### src/hdl/cio_pkg.sv
// cio_pkg: constants, field layouts and encodings of the contact input and relay output block
// assumes: registers reached over 32-bit AXI4-Lite, one aligned word each
`default_nettype none

package cio_pkg;

    // ==========================================================
    // sizes
    localparam int N_IN = 8;
    localparam int N_PROG = 6;
    localparam int N_GATE = 7;
    localparam int N_FUNC = 12;

    // ==========================================================
    // register byte offsets
    localparam logic [7:0] OFS_SYS = 8'h00;
    localparam logic [7:0] OFS_INFUNC = 8'h04;
    localparam logic [7:0] OFS_STATUS = 8'h08;
    localparam logic [7:0] OFS_CMD = 8'h0C;
    localparam logic [7:0] OFS_TEST = 8'h10;
    localparam logic [7:0] OFS_IND = 8'h14;
    localparam logic [7:0] OFS_GATE = 8'h20;
    localparam logic [7:0] OFS_DROP = 8'h40;

    // ==========================================================
    // field positions
    localparam int SYS_CUSTOM = 0;
    localparam int SYS_DIS_EN = 1;
    localparam int SYS_DISARMED = 2;
    localparam int SYS_TRIP_SUP = 3;
    localparam int SYS_CLOSE_SUP = 4;
    localparam int CMD_REM_RST = 8;
    localparam int CMD_TEST_CLR = 9;
    localparam int CMD_ERR_CLR = 10;
    localparam int IND_EN_W = 8;
    localparam int IND_LATCH = 24;
    localparam int G_FUNC = 0;
    localparam int G_NEG = 4;
    localparam int G_USE = 8;
    localparam int G_SEL = 16;
    localparam int G_SELW = 5;
    localparam int D_DLY = 16;

    // ==========================================================
    // encodings
    typedef enum logic [2:0] {GF_OFF, GF_AND, GF_OR, GF_NAND, GF_NOR} cio_gfunc_t;
    typedef enum logic [1:0] {DM_UNL, DM_OFF_DELAY, DM_LATCHED} cio_drop_t;
    typedef enum logic [3:0] {
        IF_USER, IF_BKR_CLOSED, IF_BKR_OPEN, IF_BF_INIT, IF_BKR_TROUBLE, IF_REM_OPEN,
        IF_REM_CLOSE, IF_REM_RESET, IF_GROUP_1, IF_GROUP_2, IF_DLOG_TRIG, IF_DEMAND_SYNC
    } cio_infunc_t;

    // gate sources: contact inputs first, then features
    localparam int SRC_FEAT = 8;
    localparam int FT_PROT_TRIP = 0;
    localparam int FT_OPEN_BKR = 1;
    localparam int FT_BF_TRIP = 2;
    localparam int FT_CLOSE_BKR = 3;
    localparam int FT_ALARM_TRIP = 4;
    localparam int FT_SYS_ALARM = 5;
    localparam int FT_BKR_ALARM = 6;

    localparam logic [1:0] RESP_OK = 2'h0;
    localparam logic [1:0] RESP_ERR = 2'h2;

    // debounce: strobes counted since the last change
    localparam logic [1:0] DEB_AGE_LAST = 2'h1;
    localparam logic [1:0] DEB_AGE_SAT = 2'h2;

    // ==========================================================
    // values after reset
    localparam logic [31:0] SYS_RST = 32'h0;
    localparam logic [31:0] INFUNC_DEF = 32'h07654321;
    localparam logic [31:0] IND_RST = 32'h033F6003;
    localparam logic [31:0] G_OG1 = 32'(GF_OR) | (32'h3 << G_USE) | (32'(SRC_FEAT + FT_PROT_TRIP) << G_SEL)
        | (32'(SRC_FEAT + FT_OPEN_BKR) << (G_SEL + G_SELW));
    localparam logic [31:0] G_OG3 = 32'(GF_OR) | (32'h1 << G_USE) | (32'(SRC_FEAT + FT_BF_TRIP) << G_SEL);
    localparam logic [31:0] G_OG5 = 32'(GF_OR) | (32'h1 << G_USE) | (32'(SRC_FEAT + FT_CLOSE_BKR) << G_SEL);
    localparam logic [31:0] G_OG6 = 32'(GF_OR) | (32'hF << G_USE) | (32'(SRC_FEAT + FT_PROT_TRIP) << G_SEL)
        | (32'(SRC_FEAT + FT_ALARM_TRIP) << (G_SEL + G_SELW))
        | (32'(SRC_FEAT + FT_SYS_ALARM) << (G_SEL + 2 * G_SELW))
        | (32'(SRC_FEAT + FT_BKR_ALARM) << (G_SEL + 3 * G_SELW));
    localparam logic [31:0] G_OG7 = 32'(GF_OR);
    localparam logic [6:0][31:0] GATE_DEF = {G_OG7, G_OG6, G_OG5, 32'h0, G_OG3, 32'h0, G_OG1};
    localparam logic [31:0] D_OFF5 = 32'(DM_OFF_DELAY) | (32'd5 << D_DLY);
    localparam logic [31:0] D_OFF10 = 32'(DM_OFF_DELAY) | (32'd10 << D_DLY);
    localparam logic [31:0] D_LAT = 32'(DM_LATCHED);
    localparam logic [5:0][31:0] DROP_DEF = {D_LAT, D_OFF10, 32'h0, D_LAT, 32'h0, D_OFF5};

endpackage : cio_pkg

`default_nettype wire

### src/hdl/cio_gate.sv
// cio_gate: one four-input configurable output gate, purely combinational
// assumes: configuration word laid out as in cio_pkg, sources from the same clock
`default_nettype none

module cio_gate (
    // configuration and sources
    input wire logic [31:0] cfg_i,
    input wire logic [31:0] src_i,
    // result
    output logic y_o
);

    logic [3:0] pin;
    logic [3:0] use_m;
    logic and_v;
    logic or_v;

    genvar k;
    generate
        for (k = 0; k < 4; k++) begin : g_pin
            assign pin[k] = src_i[cfg_i[cio_pkg::G_SEL + k * cio_pkg::G_SELW +: cio_pkg::G_SELW]]
                ^ cfg_i[cio_pkg::G_NEG + k];
        end
    endgenerate

    assign use_m = cfg_i[cio_pkg::G_USE +: 4];
    // no used input: and/or read 0, nand/nor read 1
    assign and_v = (&(pin | ~use_m)) & (|use_m);
    assign or_v = |(pin & use_m);

    always_comb begin
        case (cfg_i[cio_pkg::G_FUNC +: 3])
            cio_pkg::GF_AND: y_o = and_v;
            cio_pkg::GF_OR: y_o = or_v;
            cio_pkg::GF_NAND: y_o = ~and_v;
            cio_pkg::GF_NOR: y_o = ~or_v;
            default: y_o = 1'b0;
        endcase
    end

endmodule : cio_gate

`default_nettype wire

### src/hdl/cio_top.sv
// cio_top: contact input debounce, function decode, six programmable relays, health relay,
// auxiliary led and indicators, with an AXI4-Lite register slave
// assumes: line_cycle_strobe_i is a one-clock pulse per power line cycle; feature, pickup,
// diagnostic and panel inputs come from logic on clk_i
`default_nettype none

// Notes on behaviour
// - eight contact inputs, on when closed
// - accept level after one full stable cycle
// - each input assignable to one function
// - refuse duplicate predefined input functions
// - default configuration fixes input functions
// - seven relays, health relay not programmable
// - four-input configurable gate per programmable relay
// - unlatched relay follows its gate
// - off delay holds relay for programmed cycles
// - latched relay holds until reset
// - trip reset releases trip and alarm
// - relay reset or deactivate releases any relay
// - trip and close coil supervision enables
// - default gate and dropout settings
// - aux led from seventh output gate
// - trip and alarm indicators: masked relay OR
// - pickup indicator: masked category OR
// - indicator latched or unlatched dropout
// - health relay on only while diagnostics pass
// - relay test energises until reset
// - disarm holds both trip outputs off
// - disarm drops the health relay
// - diagnostic failure freezes relays, led and indicators, drops health
module cio_top (
    // clock and reset
    input wire logic clk_i,
    input wire logic rst_n_i,
    // axi4-lite slave
    input wire logic [7:0] s_axi_awaddr_i,
    input wire logic s_axi_awvalid_i,
    output logic s_axi_awready_o,
    input wire logic [31:0] s_axi_wdata_i,
    input wire logic [3:0] s_axi_wstrb_i,
    input wire logic s_axi_wvalid_i,
    output logic s_axi_wready_o,
    output logic [1:0] s_axi_bresp_o,
    output logic s_axi_bvalid_o,
    input wire logic s_axi_bready_i,
    input wire logic [7:0] s_axi_araddr_i,
    input wire logic s_axi_arvalid_i,
    output logic s_axi_arready_o,
    output logic [31:0] s_axi_rdata_o,
    output logic [1:0] s_axi_rresp_o,
    output logic s_axi_rvalid_o,
    input wire logic s_axi_rready_i,
    // time base and field inputs
    input wire logic line_cycle_strobe_i,
    input wire logic [7:0] contact_input_i,
    input wire logic [23:0] feature_i,
    input wire logic [6:0] pickup_cat_i,
    input wire logic panel_trip_reset_i,
    input wire logic panel_relay_reset_i,
    input wire logic diag_warning_i,
    input wire logic diag_failure_i,
    // outputs
    output logic [6:0] relay_o,
    output logic aux_led_o,
    output logic trip_ind_o,
    output logic alarm_ind_o,
    output logic pickup_ind_o,
    output logic [11:0] input_func_o,
    output logic trip_supervise_o,
    output logic close_supervise_o
);

    typedef struct packed {
        logic [7:0] sy1;
        logic [7:0] sy2;
        logic [7:0] cand;
        logic [7:0] deb;
        logic [7:0][1:0] age;
        logic [31:0] sys;
        logic [31:0] infunc;
        logic [31:0] ind;
        logic [6:0][31:0] gate;
        logic [5:0][31:0] drop;
        logic [5:0] test;
        logic [5:0] rel;
        logic [5:0] gprev;
        logic [5:0][15:0] cnt;
        logic cfg_err;
        logic aw_got;
        logic w_got;
        logic [7:0] awaddr;
        logic [31:0] wdata;
        logic [3:0] wstrb;
        logic awready;
        logic wready;
        logic bvalid;
        logic [1:0] bresp;
        logic arready;
        logic rvalid;
        logic [31:0] rdata;
        logic [1:0] rresp;
        logic [6:0] relay;
        logic aux;
        logic [2:0] indo;
        logic [11:0] fout;
        logic tsup;
        logic csup;
    } cio_state_t;

    localparam cio_state_t ST_RST = '{
        sys: cio_pkg::SYS_RST,
        infunc: cio_pkg::INFUNC_DEF,
        ind: cio_pkg::IND_RST,
        gate: cio_pkg::GATE_DEF,
        drop: cio_pkg::DROP_DEF,
        default: '0
    };

    cio_state_t st;
    cio_state_t nx;
    logic rs1_q;
    logic rst_n;
    logic [31:0] src;
    logic [6:0] gy;
    logic [6:0][31:0] gcfg;
    logic [5:0][31:0] dcfg;
    logic [31:0] ifn;
    logic [31:0] wmask;
    logic dis;
    logic wr_go;
    logic cmd_rem;
    logic cmd_tclr;
    logic [5:0] cmd_deact;
    logic [5:0] test_set;
    logic [11:0] fact;
    logic trip_rst;
    logic [5:0] rrel;
    logic [6:0] isrc;
    logic [2:0] iraw;
    logic [31:0] rd;
    logic [1:0] rresp;

    // ==========================================================
    // reset release
    always_ff @(posedge clk_i or negedge rst_n_i) begin
        if (!rst_n_i) begin
            rs1_q <= 1'b0;
            rst_n <= 1'b0;
        end else begin
            rs1_q <= 1'b1;
            rst_n <= rs1_q;
        end
    end

    // ==========================================================
    // configuration in effect and output gates
    assign gcfg = st.sys[cio_pkg::SYS_CUSTOM] ? st.gate : cio_pkg::GATE_DEF;
    assign dcfg = st.sys[cio_pkg::SYS_CUSTOM] ? st.drop : cio_pkg::DROP_DEF;
    assign ifn = st.sys[cio_pkg::SYS_CUSTOM] ? st.infunc : cio_pkg::INFUNC_DEF;
    assign src = {feature_i, st.deb};
    assign dis = st.sys[cio_pkg::SYS_DIS_EN] & st.sys[cio_pkg::SYS_DISARMED];

    genvar gi;
    generate
        for (gi = 0; gi < cio_pkg::N_GATE; gi++) begin : g_gate
            cio_gate u_gate (
                .cfg_i(gcfg[gi]),
                .src_i(src),
                .y_o(gy[gi])
            );
        end
        for (gi = 0; gi < 4; gi++) begin : g_mask
            assign wmask[gi * 8 +: 8] = {8{st.wstrb[gi]}};
        end
    endgenerate

    function automatic logic [31:0] mrg(input logic [31:0] o);
        return (o & ~wmask) | (st.wdata & wmask);
    endfunction : mrg

    // true when a predefined function repeats or a code is out of range
    function automatic logic bad_map(input logic [31:0] v);
        logic b;
        b = 1'b0;
        for (int i = 0; i < cio_pkg::N_IN; i++) begin
            if (v[i * 4 +: 4] >= 4'(cio_pkg::N_FUNC))
                b = 1'b1;
            for (int j = i + 1; j < cio_pkg::N_IN; j++) begin
                if (v[i * 4 +: 4] == v[j * 4 +: 4] && v[i * 4 +: 4] != cio_pkg::IF_USER)
                    b = 1'b1;
            end
        end
        return b;
    endfunction : bad_map

    // ==========================================================
    // next state
    always_comb begin
        nx = st;
        wr_go = st.aw_got & st.w_got & ~st.bvalid;
        cmd_rem = 1'b0;
        cmd_tclr = 1'b0;
        cmd_deact = '0;
        test_set = '0;
        // contact input synchroniser and debounce
        nx.sy1 = contact_input_i;
        nx.sy2 = st.sy1;
        for (int i = 0; i < cio_pkg::N_IN; i++) begin
            if (st.sy2[i] != st.cand[i]) begin
                nx.cand[i] = st.sy2[i];
                nx.age[i] = '0;
            end else if (line_cycle_strobe_i && st.age[i] != cio_pkg::DEB_AGE_SAT) begin
                nx.age[i] = st.age[i] + 2'h1;
                if (st.age[i] == cio_pkg::DEB_AGE_LAST)
                    nx.deb[i] = st.cand[i];
            end
        end
        // function decode
        fact = '0;
        for (int f = 0; f < cio_pkg::N_FUNC; f++) begin
            for (int i = 0; i < cio_pkg::N_IN; i++) begin
                if (ifn[i * 4 +: 4] == 4'(f) && st.deb[i])
                    fact[f] = 1'b1;
            end
        end
        nx.fout = fact;
        // axi write channel
        if (s_axi_awvalid_i && st.awready) begin
            nx.aw_got = 1'b1;
            nx.awaddr = s_axi_awaddr_i;
        end
        if (s_axi_wvalid_i && st.wready) begin
            nx.w_got = 1'b1;
            nx.wdata = s_axi_wdata_i;
            nx.wstrb = s_axi_wstrb_i;
        end
        if (st.bvalid && s_axi_bready_i)
            nx.bvalid = 1'b0;
        if (wr_go) begin
            nx.aw_got = 1'b0;
            nx.w_got = 1'b0;
            nx.bvalid = 1'b1;
            nx.bresp = cio_pkg::RESP_OK;
            if (st.awaddr == cio_pkg::OFS_SYS) begin
                nx.sys = mrg(st.sys) & 32'h1F;
            end else if (st.awaddr == cio_pkg::OFS_INFUNC) begin
                if (bad_map(mrg(st.infunc))) begin
                    nx.bresp = cio_pkg::RESP_ERR;
                    nx.cfg_err = 1'b1;
                end else begin
                    nx.infunc = mrg(st.infunc);
                end
            end else if (st.awaddr == cio_pkg::OFS_CMD) begin
                cmd_deact = st.wdata[5:0] & wmask[5:0];
                cmd_rem = st.wdata[cio_pkg::CMD_REM_RST] & wmask[cio_pkg::CMD_REM_RST];
                cmd_tclr = st.wdata[cio_pkg::CMD_TEST_CLR] & wmask[cio_pkg::CMD_TEST_CLR];
                if (st.wdata[cio_pkg::CMD_ERR_CLR] & wmask[cio_pkg::CMD_ERR_CLR])
                    nx.cfg_err = 1'b0;
            end else if (st.awaddr == cio_pkg::OFS_TEST) begin
                test_set = st.wdata[5:0] & wmask[5:0];
            end else if (st.awaddr == cio_pkg::OFS_IND) begin
                nx.ind = mrg(st.ind) & 32'h077F7F7F;
            end else if (st.awaddr[7:5] == cio_pkg::OFS_GATE[7:5] && st.awaddr[1:0] == 2'h0
                    && st.awaddr[4:2] < 3'(cio_pkg::N_GATE)) begin
                nx.gate[st.awaddr[4:2]] = mrg(st.gate[st.awaddr[4:2]]);
            end else if (st.awaddr[7:5] == cio_pkg::OFS_DROP[7:5] && st.awaddr[1:0] == 2'h0
                    && st.awaddr[4:2] < 3'(cio_pkg::N_PROG)) begin
                nx.drop[st.awaddr[4:2]] = mrg(st.drop[st.awaddr[4:2]]);
            end else begin
                nx.bresp = cio_pkg::RESP_ERR;
            end
        end
        nx.awready = ~nx.aw_got & ~nx.bvalid;
        nx.wready = ~nx.w_got & ~nx.bvalid;
        // axi read channel
        rd = '0;
        rresp = cio_pkg::RESP_OK;
        if (s_axi_araddr_i == cio_pkg::OFS_SYS)
            rd = st.sys;
        else if (s_axi_araddr_i == cio_pkg::OFS_INFUNC)
            rd = st.infunc;
        else if (s_axi_araddr_i == cio_pkg::OFS_STATUS)
            rd = {12'h0, st.cfg_err, st.indo, st.aux, st.relay, st.deb};
        else if (s_axi_araddr_i == cio_pkg::OFS_CMD)
            rd = '0;
        else if (s_axi_araddr_i == cio_pkg::OFS_TEST)
            rd = {26'h0, st.test};
        else if (s_axi_araddr_i == cio_pkg::OFS_IND)
            rd = st.ind;
        else if (s_axi_araddr_i[7:5] == cio_pkg::OFS_GATE[7:5] && s_axi_araddr_i[1:0] == 2'h0
                && s_axi_araddr_i[4:2] < 3'(cio_pkg::N_GATE))
            rd = st.gate[s_axi_araddr_i[4:2]];
        else if (s_axi_araddr_i[7:5] == cio_pkg::OFS_DROP[7:5] && s_axi_araddr_i[1:0] == 2'h0
                && s_axi_araddr_i[4:2] < 3'(cio_pkg::N_PROG))
            rd = st.drop[s_axi_araddr_i[4:2]];
        else
            rresp = cio_pkg::RESP_ERR;
        if (st.rvalid && s_axi_rready_i)
            nx.rvalid = 1'b0;
        if (s_axi_arvalid_i && st.arready) begin
            nx.rvalid = 1'b1;
            nx.rdata = rd;
            nx.rresp = rresp;
        end
        nx.arready = ~nx.rvalid;
        // reset sources
        trip_rst = panel_trip_reset_i | fact[cio_pkg::IF_REM_RESET] | cmd_rem;
        for (int r = 0; r < cio_pkg::N_PROG; r++) begin
            rrel[r] = panel_relay_reset_i | cmd_deact[r];
            if (r == 0 || r == 1 || r == 5)
                rrel[r] = rrel[r] | trip_rst;
        end
        isrc = {~st.relay[6], st.relay[5:0]};
        for (int k = 0; k < 2; k++)
            iraw[k] = |(isrc & st.ind[k * cio_pkg::IND_EN_W +: 7]);
        iraw[2] = |(pickup_cat_i & st.ind[2 * cio_pkg::IND_EN_W +: 7]);
        // programmable relays, led and indicators stop while a diagnostic failure stands
        if (!diag_failure_i) begin
            for (int r = 0; r < cio_pkg::N_PROG; r++) begin
                nx.gprev[r] = gy[r];
                case (dcfg[r][1:0])
                    cio_pkg::DM_UNL: begin
                        nx.rel[r] = gy[r];
                        nx.cnt[r] = '0;
                    end
                    cio_pkg::DM_OFF_DELAY: begin
                        if (gy[r]) begin
                            nx.rel[r] = 1'b1;
                            nx.cnt[r] = '0;
                        end else if (st.gprev[r]) begin
                            nx.cnt[r] = dcfg[r][cio_pkg::D_DLY +: 16];
                            nx.rel[r] = dcfg[r][cio_pkg::D_DLY +: 16] != 16'h0;
                        end else if (line_cycle_strobe_i && st.cnt[r] != 16'h0) begin
                            nx.cnt[r] = st.cnt[r] - 16'h1;
                            if (st.cnt[r] == 16'h1)
                                nx.rel[r] = 1'b0;
                        end
                    end
                    cio_pkg::DM_LATCHED: begin
                        nx.cnt[r] = '0;
                        if (gy[r])
                            nx.rel[r] = 1'b1;
                        else if (rrel[r])
                            nx.rel[r] = 1'b0;
                    end
                    default: begin
                        nx.rel[r] = 1'b0;
                        nx.cnt[r] = '0;
                    end
                endcase
            end
            if (panel_relay_reset_i || cmd_tclr || trip_rst)
                nx.test = '0;
            nx.test = nx.test | test_set;
            nx.relay[5:0] = (st.rel | st.test) & ~{4'h0, {2{dis}}};
            nx.aux = gy[6];
            for (int k = 0; k < 3; k++) begin
                if (st.ind[cio_pkg::IND_LATCH + k])
                    nx.indo[k] = iraw[k] | (st.indo[k] & ~trip_rst);
                else
                    nx.indo[k] = iraw[k];
            end
        end
        nx.relay[6] = ~diag_warning_i & ~diag_failure_i & ~dis;
        nx.tsup = st.sys[cio_pkg::SYS_TRIP_SUP];
        nx.csup = st.sys[cio_pkg::SYS_CLOSE_SUP];
    end

    always_ff @(posedge clk_i or negedge rst_n) begin
        if (!rst_n)
            st <= ST_RST;
        else
            st <= nx;
    end

    // ==========================================================
    // outputs
    assign s_axi_awready_o = st.awready;
    assign s_axi_wready_o = st.wready;
    assign s_axi_bresp_o = st.bresp;
    assign s_axi_bvalid_o = st.bvalid;
    assign s_axi_arready_o = st.arready;
    assign s_axi_rdata_o = st.rdata;
    assign s_axi_rresp_o = st.rresp;
    assign s_axi_rvalid_o = st.rvalid;
    assign relay_o = st.relay;
    assign aux_led_o = st.aux;
    assign trip_ind_o = st.indo[0];
    assign alarm_ind_o = st.indo[1];
    assign pickup_ind_o = st.indo[2];
    assign input_func_o = st.fout;
    assign trip_supervise_o = st.tsup;
    assign close_supervise_o = st.csup;

    // ==========================================================
    // checks
    a_debounce_strobe: assert property (@(posedge clk_i) disable iff (!rst_n)
        !$stable(st.deb) |-> $past(line_cycle_strobe_i)) else $error("input accepted off strobe");
    a_func_unique: assert property (@(posedge clk_i) disable iff (!rst_n)
        !bad_map(st.infunc)) else $error("duplicate input function stored");
    a_unlatched_follow: assert property (@(posedge clk_i) disable iff (!rst_n)
        (dcfg[3][1:0] == cio_pkg::DM_UNL && !diag_failure_i) |=> st.rel[3] == $past(gy[3]))
        else $error("unlatched relay not following gate");
    a_offdelay_hold: assert property (@(posedge clk_i) disable iff (!rst_n)
        st.cnt[0] != 16'h0 |-> st.rel[0]) else $error("relay dropped during off delay");
    a_latch_hold: assert property (@(posedge clk_i) disable iff (!rst_n)
        (dcfg[2][1:0] == cio_pkg::DM_LATCHED && st.rel[2] && !rrel[2]) |=> st.rel[2])
        else $error("latched relay released without reset");
    a_test_energise: assert property (@(posedge clk_i) disable iff (!rst_n)
        (st.test[3] && !diag_failure_i) |=> relay_o[3]) else $error("test relay not energised");
    a_disarm_trip: assert property (@(posedge clk_i) disable iff (!rst_n)
        (dis && !diag_failure_i) |=> relay_o[1:0] == 2'h0) else $error("trip output while disarmed");
    a_disarm_health: assert property (@(posedge clk_i) disable iff (!rst_n)
        dis |=> !relay_o[6]) else $error("health relay on while disarmed");
    a_health_diag: assert property (@(posedge clk_i) disable iff (!rst_n)
        (diag_warning_i || diag_failure_i) |=> !relay_o[6]) else $error("health relay on with diagnostic");
    a_freeze_hold: assert property (@(posedge clk_i) disable iff (!rst_n)
        diag_failure_i |=> relay_o[5:0] == $past(relay_o[5:0])) else $error("relay moved during failure");

endmodule : cio_top

`default_nettype wire

### config.mk
export PLATFORM = sky130hd
export DESIGN_NAME = cio_top
export DESIGN_NICKNAME = d
export VERILOG_FILES = /design/src/hdl/cio_pkg.sv /design/src/hdl/cio_gate.sv /design/src/hdl/cio_top.sv
export SDC_FILE = /design/constraint.sdc
export NUM_CORES = 2
export LEC_CHECK = 0
export BUFFER_PORTS_ARGS = -buffer_cell sky130_fd_sc_hd__buf_2
export CORE_MARGIN = 2
export CORE_UTILIZATION = 40
export CTS_CLUSTER_DIAMETER = 150
export DETAILED_ROUTE_END_ITERATION = 10
export SLEW_MARGIN = 25
export SYNTH_ARGS = -nofsm -noshare
export SYNTH_HDL_FRONTEND = slang
export SYNTH_HIERARCHICAL = 1
export SYNTH_SLANG_ARGS = --single-unit
### constraint.sdc
create_clock -name clk_i -period 20.4 [get_ports clk_i]
set_clock_uncertainty 0.05 [all_clocks]
set_input_delay 1.02 -clock clk_i [delete_from_list [all_inputs] [get_ports clk_i]]
set_output_delay 1.02 -clock clk_i [all_outputs]
set_load 0.03 [all_outputs]
==> flow_summary_export.csv <==
group,metric,value,unit
floorplanning,start_util,40.2,%
drt,drtPass1Iterations,7,
finish,drive_gt1_share,22.8,%
finish,final_common_cell,"dfrtp_1",
global_routing,grt_pass1_vias,41698,
clocking,cts_tree,"built",
clocking,clockBufferDepth,3,
clocking,cts_setup_buffers,0,
drt,viasPerCell,6.47,
drt,drt_iter0_markers,5710,
place,portBuffers,166,
floorplanning,die_h,362,um
sta,hold_viol,0,
worst_setup_path,crit_path_end_kind,"flop",
floorplanning,die_w,362,um
sta,setup_ws,12790,ps
place,place_ws,13160,ps
clocking,clk_latency,760,ps
sta,finalCritPeriodShare,37.3,%
sta,whs,40.2,ps
clocking,cts_max_level,3,
logic_synthesis,syn_inst,5111,
finish,mostFrequentLayoutCells,"683 x dfrtp_1, 396 x nor2_1, 367 x a21oi_1",
sta,slew_headroom,23.5,%
drt,antenna_left,0,
drt,drc_errors,0,
run,cap_violations,0,
place,dpl.hpwl,138000,um
worst_setup_path,regToRegEndpoint,"st[220]$_DFFE_PN0P_",
clocking,cts_sinks,752,
place,gp_congestion,0.984,
finish,nNetsFinal,5151,
floorplanning,die-area,131000,um2
drt,vias,43801,
worst_setup_path,crit_arrival,8230,ps
finish,area_delta_synth_final,9.36,%
clocking,cts_hold_buffers,0,
sta,min_period,7610,ps
worst_setup_path,crit_type,"flop to flop",
worst_setup_path,rr_worst_depth,17,
sta,setup_tns,0,ps
place,dp.cells,6588,
logic_synthesis,yosys_warnings,6,
finish,stdcell_count,6765,
floorplanning,num_rows,131,
clocking,ctsResizeCount,0,
clocking,cts_root_buffer,"clkbuf_16",
finish,fillCellCount,12096,
sta,slew_viol_final,0,
worst_setup_path,setup.worst_path.end,"st[220]$_DFFE_PN0P_",
worst_setup_path,r2r_setup_slack,12790,ps
global_routing,grt_pass1_wl,293000,um
clocking,clk_pin_slew,60,ps
power,vdd_drop_max,0.0000786,V
worst_hold_path,hp-class,"input pin to asynchronous set/reset pin",
worst_setup_path,cp.required,21020,ps
sta,rsz0062_at_grt,"false",
drt,routedWlPerCell,29.6,um
global_routing,grt_usage,30.1,%
sta,tightestPinTransition,1120,ps
logic_synthesis,avgSynthCellArea,10.0,um2
outcome,status,"finished, final reports clean",
logic_synthesis,syn-cell-area,51200,um2
global_routing,antenna_found_initial,12,
power,power_leakage,23.1,nW
sta,max_freq,0.131,GHz
floorplanning,pin_count,169,
worst_setup_path,crit_path_start_kind,"flop",
global_routing,overflow,0,
finish,final_core_util,44.0,%
floorplanning,core_area,127000,um2
sta,finalSetupViolCount,0,
drt,wirelength,200000,um
global_routing,grt_max_degree,152,
clocking,numCtsBuffers,91,
power,powerDensity,114,nW/um2
worst_setup_path,crit_fanout,82,
critical path, stage by stage (launching register included):
cell and delay, ps:
dfrtp_4 790, buf_4 710, buf_4 530, and2_1 590, nor2b_1 90, a2111oi_0 340, and4b_1 260, nor4_2 940
mux2i_1 210, nor4_2 270, xnor2_1 130, o311ai_2 800, or3_1 320, nor2_1 130, a21oi_1 530, o311ai_0 330
a311oi_1 320, a21o_1 110
stage by stage:
step | total power [mW] | area [um2]
floorplan | 3.65 | 51200
global placement | 4.52 | 52700
detailed placement | 4.57 | 52800
CTS | 6.30 | 56000
global route | 6.60 | 56000
finish | 6.36 | 56000
worst min-delay path by stage:
stage / from / slack (ps) / to / cells past startpoint
floorplan: rs1_q$_DFF_PN0_ / 280 / rst_n$_DFF_PN0_ / 0
global route: rst_n_i / 20 / rst_n$_DFF_PN0_ / 1
detailed placement: nx[774]$_DFF_PN0_ / 290 / st[774]$_DFF_PN0_ / 0
finish: rst_n_i / 40 / rst_n$_DFF_PN0_ / 1
CTS: rst_n_i / 0.2 / rst_n$_DFF_PN0_ / 1
global placement: nx[771]$_DFF_PN0_ / 280 / st[771]$_DFF_PN0_ / 0
flip-flops by register name, summed over array words and instances (netlist names), 7 cells and up, named ones only:
register and count:
input_func_o 12, nx 8, relay_o 7, s_axi_rdata_o 32, src 8, st 641
report_power, final:
| part | internal [mW] | switching, mW | leakage [nW] |
|---|---|---|---|
| sequential | 1.76 | 0.506 | 9.92 |
| clock | 0.992 | 0.734 | 1.57 |
| combinational | 0.895 | 1.47 | 11.6 |
layout make-up:
type / count / area (um2) / share of cell area [%]
multi-input cells: 3765 / 29700 / 53.0
flip-flops and latches: 752 / 18900 / 33.8
inverters: 155 / 582 / 1.04
clock inverters: 50 / 629 / 1.12
clock buffers: 120 / 2580 / 4.60
diodes: 7 / 17.5 / 0.0313
well taps: 1662 / 2080 / 3.71
repair buffers: 254 / 1530 / 2.74
per-layer routing:
layer  vias to the layer above  part of all wire (%)  track usage [%]
met4                        12                   6.6             16.8
li1                      18668                     -                -
met3                       513                    11             8.50
met1                     22041                    41             41.3
met2                      2567                    41             42.4
met5                         -                 0.031                0
Note: power is estimated with default switching activity, not from simulation.
